### src/include/uart_amfc_defines.svh
// register offsets, field positions and reset values of the address-match and flow-control block
`ifndef UART_AMFC_DEFINES_SVH
`define UART_AMFC_DEFINES_SVH
`define OFS_CONTROL_TWO 4'h4
`define OFS_CONTROL_THREE 4'h8
`define OFS_EVENT_STATUS 4'hC
`define OFS_EVENT_MASK 4'h0
`define CTL_RESET 32'h00000000
`define BIT_ADDR_LEN 4
`define LSB_NODE_LOW 24
`define LSB_NODE_HIGH 28
`define BIT_ERR_IE 0
`define BIT_HALF_DUPLEX 3
`define BIT_DMA_RX 6
`define BIT_DMA_TX 7
`define BIT_RTS_EN 8
`define BIT_CTS_EN 9
`define CTL2_WMASK 32'hFF000010
`define CTL3_WMASK 32'h000003C9
`define EVT_CHAR_MATCH 0
`define EVT_ADDR_WAKE 1
`define EVT_ERROR 2
`define EVT_CTS_HOLD 3
`define EVT_WIDTH 4
`endif

### src/include/uart_amfc_pkg.sv
// types for the address-match and flow-control block
package uart_amfc_pkg;
  typedef enum logic [1:0] {
    TX_IDLE = 2'b00,
    TX_WAIT = 2'b01,
    TX_SEND = 2'b11
  } tx_state_t;
endpackage

### src/include/addr_cmp_if.sv
// carrier between the top module and the address comparator
`timescale 1ns/1ns
interface addr_cmp_if;
  logic [7:0] rx_byte;
  logic [3:0] node_low;
  logic [3:0] node_high;
  logic addr_len_7;
  logic char_hit;
  logic addr_hit;
  modport top (output rx_byte, output node_low, output node_high, output addr_len_7,
    input char_hit, input addr_hit);
  modport cmp (input rx_byte, input node_low, input node_high, input addr_len_7,
    output char_hit, output addr_hit);
endinterface

### src/design/addr_compare.sv
// combinational node-address and character comparator
`timescale 1ns/1ns
module addr_compare
(
  addr_cmp_if.cmp c
);
  // address mark: msb set, node address in the low four bits, or the low seven with address length set
  always_comb
  begin
    c.char_hit = (c.rx_byte == {c.node_high, c.node_low});
    if (c.addr_len_7)
    begin
      c.addr_hit = c.rx_byte[7] &&
        (c.rx_byte[6:0] == {c.node_high[2:0], c.node_low});
    end
    else
    begin
      c.addr_hit = c.rx_byte[7] && (c.rx_byte[3:0] == c.node_low);
    end
  end
endmodule

### src/design/uart_addr_match_flow_control.sv
// address match, error interrupt, dma request and rts/cts flow control logic
//
// Contract
// - compare received address marks with the low node address for wake-up
// - without mute, a byte equal to the node address sets character match
// - error interrupt enable gates framing, overrun and noise errors to interrupt
// - half-duplex bit selects half-duplex; change only while disabled
// - with rts enabled, ready output low only while receive buffer has room
// - with cts enabled, a character starts only while cts input is low
// - cts rising mid-character finishes it; pending data waits for cts low
// - address length chooses 4-bit low-field or 7-bit node comparison
`timescale 1ns/1ns
`include "uart_amfc_defines.svh"
module uart_addr_match_flow_control
(
  input wire logic mclk,
  input wire logic rst_n,
  input wire logic [3:0] reg_addr,
  input wire logic [31:0] reg_wdata,
  input wire logic reg_wr,
  input wire logic reg_rd,
  output logic [31:0] reg_rdata,
  input wire logic uart_enable,
  input wire logic rx_enable,
  input wire logic mute_active,
  input wire logic rx_valid,
  input wire logic [7:0] rx_data,
  input wire logic framing_error_flag,
  input wire logic overrun_error_flag,
  input wire logic noise_error_flag,
  input wire logic rx_buffer_free,
  input wire logic rx_buffer_full,
  input wire logic tx_data_pending,
  input wire logic tx_char_done,
  input wire logic cts_n,
  output logic tx_start,
  output logic rts_n,
  output logic half_duplex_enable,
  output logic character_match_flag,
  output logic addr_wake,
  output logic dma_rx_req,
  output logic dma_tx_req,
  output logic irq
);
  logic [31:0] ctl2_r, ctl2_nxt;
  logic [31:0] ctl3_r, ctl3_nxt;
  logic [`EVT_WIDTH-1:0] evt_r, evt_nxt;
  logic [`EVT_WIDTH-1:0] mask_r, mask_nxt;
  logic [31:0] rdata_r, rdata_nxt;
  logic cts_s1_r, cts_s2_r;
  uart_amfc_pkg::tx_state_t tx_r, tx_nxt;
  logic tx_start_r, tx_start_nxt;
  logic rts_r, rts_nxt;
  logic cm_r, cm_nxt;
  logic wake_r, wake_nxt;
  logic drx_r, drx_nxt;
  logic dtx_r, dtx_nxt;
  logic irq_r, irq_nxt;
  logic err_prev_r, err_prev_nxt;
  logic [`EVT_WIDTH-1:0] evt_set;
  logic err_now;
  logic cts_ok;
  addr_cmp_if cmp_c ();

  addr_compare u_cmp
  (
    .c(cmp_c)
  );

  function automatic logic [31:0] reg_sel(input logic [3:0] a, input logic [31:0] c2,
    input logic [31:0] c3, input logic [`EVT_WIDTH-1:0] ev, input logic [`EVT_WIDTH-1:0] mk);
    case (a)
      `OFS_CONTROL_TWO: reg_sel = c2;
      `OFS_CONTROL_THREE: reg_sel = c3;
      `OFS_EVENT_STATUS: reg_sel = {28'h0000000, ev};
      `OFS_EVENT_MASK: reg_sel = {28'h0000000, mk};
      default: reg_sel = 32'h00000000;
    endcase
  endfunction

  assign cmp_c.rx_byte = rx_data;
  assign cmp_c.node_low = ctl2_r[`LSB_NODE_LOW +: 4];
  assign cmp_c.node_high = ctl2_r[`LSB_NODE_HIGH +: 4];
  assign cmp_c.addr_len_7 = ctl2_r[`BIT_ADDR_LEN];

  // cts is a pin: two flops before use
  always_ff @(posedge mclk or negedge rst_n)
  begin
    if (!rst_n)
    begin
      cts_s1_r <= 1'b1;
      cts_s2_r <= 1'b1;
    end
    else
    begin
      cts_s1_r <= cts_n;
      cts_s2_r <= cts_s1_r;
    end
  end

  assign err_now = framing_error_flag | overrun_error_flag | noise_error_flag;
  assign cts_ok = !ctl3_r[`BIT_CTS_EN] || !cts_s2_r;

  // register file
  always_comb
  begin
    ctl2_nxt = ctl2_r;
    ctl3_nxt = ctl3_r;
    mask_nxt = mask_r;
    rdata_nxt = 32'h00000000;
    if (reg_wr)
    begin
      // node address writes only land while receiver off or block disabled
      if (reg_addr == `OFS_CONTROL_TWO)
      begin
        ctl2_nxt[`BIT_ADDR_LEN] = uart_enable ? ctl2_r[`BIT_ADDR_LEN]
          : reg_wdata[`BIT_ADDR_LEN];
        if (!rx_enable || !uart_enable)
        begin
          ctl2_nxt[31:24] = reg_wdata[31:24];
        end
      end
      if (reg_addr == `OFS_CONTROL_THREE)
      begin
        ctl3_nxt = (ctl3_r & ~`CTL3_WMASK) | (reg_wdata & `CTL3_WMASK);
        if (uart_enable)
        begin
          ctl3_nxt[`BIT_HALF_DUPLEX] = ctl3_r[`BIT_HALF_DUPLEX];
          ctl3_nxt[`BIT_RTS_EN] = ctl3_r[`BIT_RTS_EN];
          ctl3_nxt[`BIT_CTS_EN] = ctl3_r[`BIT_CTS_EN];
        end
      end
      if (reg_addr == `OFS_EVENT_MASK)
      begin
        mask_nxt = reg_wdata[`EVT_WIDTH-1:0];
      end
    end
    if (reg_rd)
    begin
      rdata_nxt = reg_sel(reg_addr, ctl2_r, ctl3_r, evt_r, mask_r);
    end
  end

  always_ff @(posedge mclk or negedge rst_n)
  begin
    if (!rst_n)
    begin
      ctl2_r <= `CTL_RESET;
      ctl3_r <= `CTL_RESET;
      mask_r <= '0;
      rdata_r <= 32'h00000000;
    end
    else
    begin
      ctl2_r <= ctl2_nxt;
      ctl3_r <= ctl3_nxt;
      mask_r <= mask_nxt;
      rdata_r <= rdata_nxt;
    end
  end

  // events, flags, interrupt
  always_comb
  begin
    evt_set = '0;
    cm_nxt = 1'b0;
    wake_nxt = 1'b0;
    evt_set[`EVT_CHAR_MATCH] = rx_valid && !mute_active && cmp_c.char_hit;
    evt_set[`EVT_ADDR_WAKE] = rx_valid && mute_active && cmp_c.addr_hit;
    evt_set[`EVT_ERROR] = err_now && !err_prev_r;
    evt_set[`EVT_CTS_HOLD] = (tx_r == uart_amfc_pkg::TX_WAIT) && !cts_ok;
    cm_nxt = evt_set[`EVT_CHAR_MATCH];
    wake_nxt = evt_set[`EVT_ADDR_WAKE];
    err_prev_nxt = err_now;
    evt_nxt = evt_r;
    if (reg_wr && reg_addr == `OFS_EVENT_STATUS)
    begin
      evt_nxt = evt_r & ~reg_wdata[`EVT_WIDTH-1:0];
    end
    // set beats a same-cycle clear
    evt_nxt = evt_nxt | evt_set;
    irq_nxt = |(evt_nxt & mask_nxt) ||
      (ctl3_nxt[`BIT_ERR_IE] && err_now);
    drx_nxt = ctl3_nxt[`BIT_DMA_RX] && rx_valid;
    dtx_nxt = ctl3_nxt[`BIT_DMA_TX] && tx_char_done;
    rts_nxt = ctl3_r[`BIT_RTS_EN] ? !(rx_buffer_free && !rx_buffer_full) : 1'b0;
  end

  always_ff @(posedge mclk or negedge rst_n)
  begin
    if (!rst_n)
    begin
      evt_r <= '0;
      cm_r <= 1'b0;
      wake_r <= 1'b0;
      err_prev_r <= 1'b0;
      irq_r <= 1'b0;
      drx_r <= 1'b0;
      dtx_r <= 1'b0;
      rts_r <= 1'b0;
    end
    else
    begin
      evt_r <= evt_nxt;
      cm_r <= cm_nxt;
      wake_r <= wake_nxt;
      err_prev_r <= err_prev_nxt;
      irq_r <= irq_nxt;
      drx_r <= drx_nxt;
      dtx_r <= dtx_nxt;
      rts_r <= rts_nxt;
    end
  end

  // transmit gate: a character in flight completes whatever cts does; disabling the block drops back to idle
  always_comb
  begin
    tx_nxt = tx_r;
    tx_start_nxt = 1'b0;
    case (tx_r)
      uart_amfc_pkg::TX_IDLE:
      begin
        if (tx_data_pending && uart_enable)
        begin
          tx_nxt = uart_amfc_pkg::TX_WAIT;
        end
      end
      uart_amfc_pkg::TX_WAIT:
      begin
        if (!uart_enable)
        begin
          tx_nxt = uart_amfc_pkg::TX_IDLE;
        end
        else if (cts_ok)
        begin
          tx_start_nxt = 1'b1;
          tx_nxt = uart_amfc_pkg::TX_SEND;
        end
      end
      uart_amfc_pkg::TX_SEND:
      begin
        if (tx_char_done || !uart_enable)
        begin
          tx_nxt = uart_amfc_pkg::TX_IDLE;
        end
      end
      default: tx_nxt = uart_amfc_pkg::TX_IDLE;
    endcase
  end

  always_ff @(posedge mclk or negedge rst_n)
  begin
    if (!rst_n)
    begin
      tx_r <= uart_amfc_pkg::TX_IDLE;
      tx_start_r <= 1'b0;
    end
    else
    begin
      tx_r <= tx_nxt;
      tx_start_r <= tx_start_nxt;
    end
  end

  assign reg_rdata = rdata_r;
  assign tx_start = tx_start_r;
  assign rts_n = rts_r;
  assign half_duplex_enable = ctl3_r[`BIT_HALF_DUPLEX];
  assign character_match_flag = cm_r;
  assign addr_wake = wake_r;
  assign dma_rx_req = drx_r;
  assign dma_tx_req = dtx_r;
  assign irq = irq_r;
endmodule

### config.mk
export PLATFORM = sky130hd
export DESIGN_NAME = uart_addr_match_flow_control
export DESIGN_NICKNAME = d
export VERILOG_FILES = /design/src/include/uart_amfc_pkg.sv /design/src/include/addr_cmp_if.sv /design/src/design/addr_compare.sv /design/src/design/uart_addr_match_flow_control.sv
export VERILOG_INCLUDE_DIRS = /design/src /design/src/include
export SDC_FILE = /design/constraint.sdc
export NUM_CORES = 1
export LEC_CHECK = 0
export BUFFER_PORTS_ARGS = -buffer_cell sky130_fd_sc_hd__buf_2
export CAP_MARGIN = 10
export CORE_MARGIN = 2
export CORE_UTILIZATION = 35
export DETAILED_ROUTE_END_ITERATION = 10
export GPL_TIMING_DRIVEN = 0
export PLACE_DENSITY = 0.64
export SYNTH_ARGS = -nofsm -noshare
export SYNTH_HDL_FRONTEND = slang
export SYNTH_SLANG_ARGS = --single-unit
### constraint.sdc
create_clock -name mclk -period 1.35 [get_ports mclk]
set_input_delay 0.27 -clock mclk [delete_from_list [all_inputs] [get_ports mclk]]
set_output_delay 0.27 -clock mclk [all_outputs]
set_load 0.01 [all_outputs]
==> metrics <==
Final min period 1.49 ns; Hold Crit Class in -> reg; Crit. End Element flop; synth warn 0; setup ws final -0.137 ns; Die Ht 82.8 µm; worst setup path class in -> reg; crit start category input pin; Worst Path Arrival 1.66 ns; status finished, violations left; worst vdd ir 0.680 mV; layout cell share with drive strength beyond 1 0.569; GP Congestion 0.793; failing checks setup timing; synthesized area 2170 µm²; drt drc 0; Hold Violations, Final 0; Via density 4.55; clk_skew 0.00631 ns; Syn Inst Count 172; Starting Density 0.365; Diodes inserted 0; Synth cell types 31; fin util 0.541; worst-path maximum fanout 4; drt initial violations 79; GRT Max-Usage Layer met2; Mapped Nets 232; sequential share of the synthesized area 0.611; GRT overflow 0; Worst Tran Pin Value 0.511 ns; max cap viols 0; fin crit share 1.10; area grow syn2layout 48.0%; detailed-route via count 1587; leakage power 1.66 nW; CTS buffer count 5; non-filler instance count after layout 349; I/O pin total 100; post-route ant nets 0; Layout Nets 333; 1st-pass router iterations 4; met2 usage 0.236; Pwr Density 1240 nW/µm²; clock root buffer clkbuf_8; number of antenna violations at the first check in global routing 0; RSZ-0062 raised after global routing yes; largest net degree at the start of global routing 54; CTS tree done; final wirelength 4820 µm; placed insts 331; GR Util All Layers 0.138; Post-Place Setup Slack -0.684 ns; Clock Pin Slew Worst Setup and Hold Paths 0.10 ns; Max Freq 0.673 GHz; Slew Limit Headroom 0.658; Die Width 82.8 µm; Final setup viols 23; die area 6860 µm²; clk sinks 53; site row count 28; Port Buffer Count 84; core footprint 5960 µm²; met3 GRT Util 0.0408; WHS 0.0565 ns; synthesized area per cell 12.6 µm²; met1 Usage GRT 0.168; DP HPWL 3270 µm; Max Transition Viols Final 0; vias in the first global route 1596; Clock Path Buffers 2; clk_lat worst skew 0.31 ns; FF+latch count, synth 53; DR WL/cell 13.8 µm; # H-tree levels 2; first-pass GRT wire length 7620 µm; Data required, critical path 1.52 ns
==> cell type report <==
| type | instances | area [µm²] |
|---|---|---|
| clock inverters | 3 | 68.8 |
| well taps | 75 | 93.8 |
| repair buffers | 94 | 637 |
| plain buffers | 17 | 181 |
| flip-flops and latches | 53 | 1330 |
| inverters | 6 | 22.5 |
| multi-input cells | 96 | 817 |
| fillers | 524 | 2740 |
| clock buffers | 5 | 68.8 |
==> path summary, 6_finish.rpt <==
path	startpoint	to	slack (ns)	cells past startpoint
max reg2reg	ctl3_r[9]	irq	-0.10	5
max in group asynchronous	rst_n	cts_s1_r	0.35	3
max	reg_addr[1]	irq	-0.14	6
min in group asynchronous	rst_n	dma_tx_req	0.41	2
min	cts_n	cts_s1_r	0.06	1
min reg2reg	cts_s1_r	cts_s2_r	0.36	0
==> cells in the final DEF, fill, tap and decap left out, drive strengths merged, types with 2 or more instances in the layout <==
cell,synthesis,routed
bufinv,0,2
a22o,2,2
a22oi,2,2
a21oi,5,5
and2,15,15
xnor2,7,7
nor2b,2,2
nand3b,2,2
inv,6,7
dfstp,2,2
nand4,2,2
buf,14,108
dfrtp,51,51
mux2,19,19
clkbuf,3,7
nor2,8,8
nand3,4,4
mux2i,2,2
nor3b,5,5
nand2,11,11
==> layer usage <==
layer / share of wire / routed length (µm) / vias up
li1: - / - / 761
met5: 0 / 0 / -
met1: 0.40 / 1920 / 770
met4: 0.013 / 63 / 0
met3: 0.051 / 245 / 6
met2: 0.54 / 2590 / 50
==> sequential cells by signal, summed over array words and instances (netlist names), 2 cells and up <==
signal     cells
evt_r          4
ctl2_r         9
ctl3_r         6
reg_rdata     18
mask_r         4
tx_r           2
==> kinds of logic (layout without fill, tap and decap cells) <==
kind of cell,Yosys count,after routing,synth area share
AO/OA/AOI/OAI,14,14,0.0460
multiplexers,21,21,0.108
other,1,1,0.00172
buffers and inverters,23,125,0.0639
XOR/XNOR,8,8,0.0322
flip-flops,53,53,0.611
AND/OR/NAND/NOR,52,52,0.138
==> critical path: stages <==
cell      delay [ns]
buf_8           0.10
nor3b_4         0.30
nand2_2         0.15
mux2_2          0.30
a222oi_1        0.37
o221ai_2        0.16
==> stage by stage <==
| stage | power [W] | setup TNS [ns] | cell area (µm²) |
|---|---|---|---|
| floorplan | 0.00230 | -0.177 | 2190 |
| global placement | 0.00254 | -11.57 | 2700 |
| detailed placement | 0.00256 | -11.82 | 2700 |
| CTS | 0.00391 | -1.46 | 3000 |
| global route | 0.00418 | -2.59 | 3220 |
| finish | 0.00398 | -1.04 | 3220 |
==> Yosys cell counts, drive strengths merged <==
| library cell | n | area [µm²] |
|---|---|---|
| xnor2 | 7 | 61.3 |
| o221ai | 1 | 8.76 |
| a22o | 2 | 17.5 |
| nand2 | 11 | 43.8 |
| or3 | 1 | 6.26 |
| a2111oi | 1 | 8.76 |
| and2 | 15 | 93.8 |
| a222oi | 1 | 10.0 |
| inv | 6 | 22.5 |
| nand3b | 2 | 15.0 |
| nor2 | 8 | 30.0 |
| nor3b | 5 | 48.8 |
| nand4 | 2 | 12.5 |
| a21oi | 5 | 25.0 |
| mux2i | 2 | 20.0 |
| a21o | 1 | 7.51 |
| nor4b | 1 | 8.76 |
| mux2 | 19 | 214 |
| dfstp | 2 | 52.6 |
| xor2 | 1 | 8.76 |
| nand3 | 4 | 20.0 |
| nor2b | 2 | 12.5 |
| conb | 1 | 3.75 |
| a21boi | 1 | 7.51 |
| and3 | 1 | 7.51 |
| dfrtp | 51 | 1280 |
| clkbuf | 3 | 11.3 |
| buf | 14 | 105 |
| a22oi | 2 | 15.0 |
==> power by group <==
part	internal, W	switching, W	leakage (nW)
combinational	0.000440	0.000335	0.912
sequential	0.00179	0.000128	0.680
clock	0.000746	0.000534	0.0687
total	0.00298	0.000997	1.66
==> repair_timing <==
| item | CTS | global route |
|---|---|---|
| setup buffers | 6 | 2 |
| hold buffers | 0 | 1 |
| pin swaps | 6 | 3 |
| setup endpoints to repair | 32 | 38 |
| resized for setup | 25 | 37 |
| hold endpoints to repair | 0 | 17 |
Power figures use the tool's default switching activity.
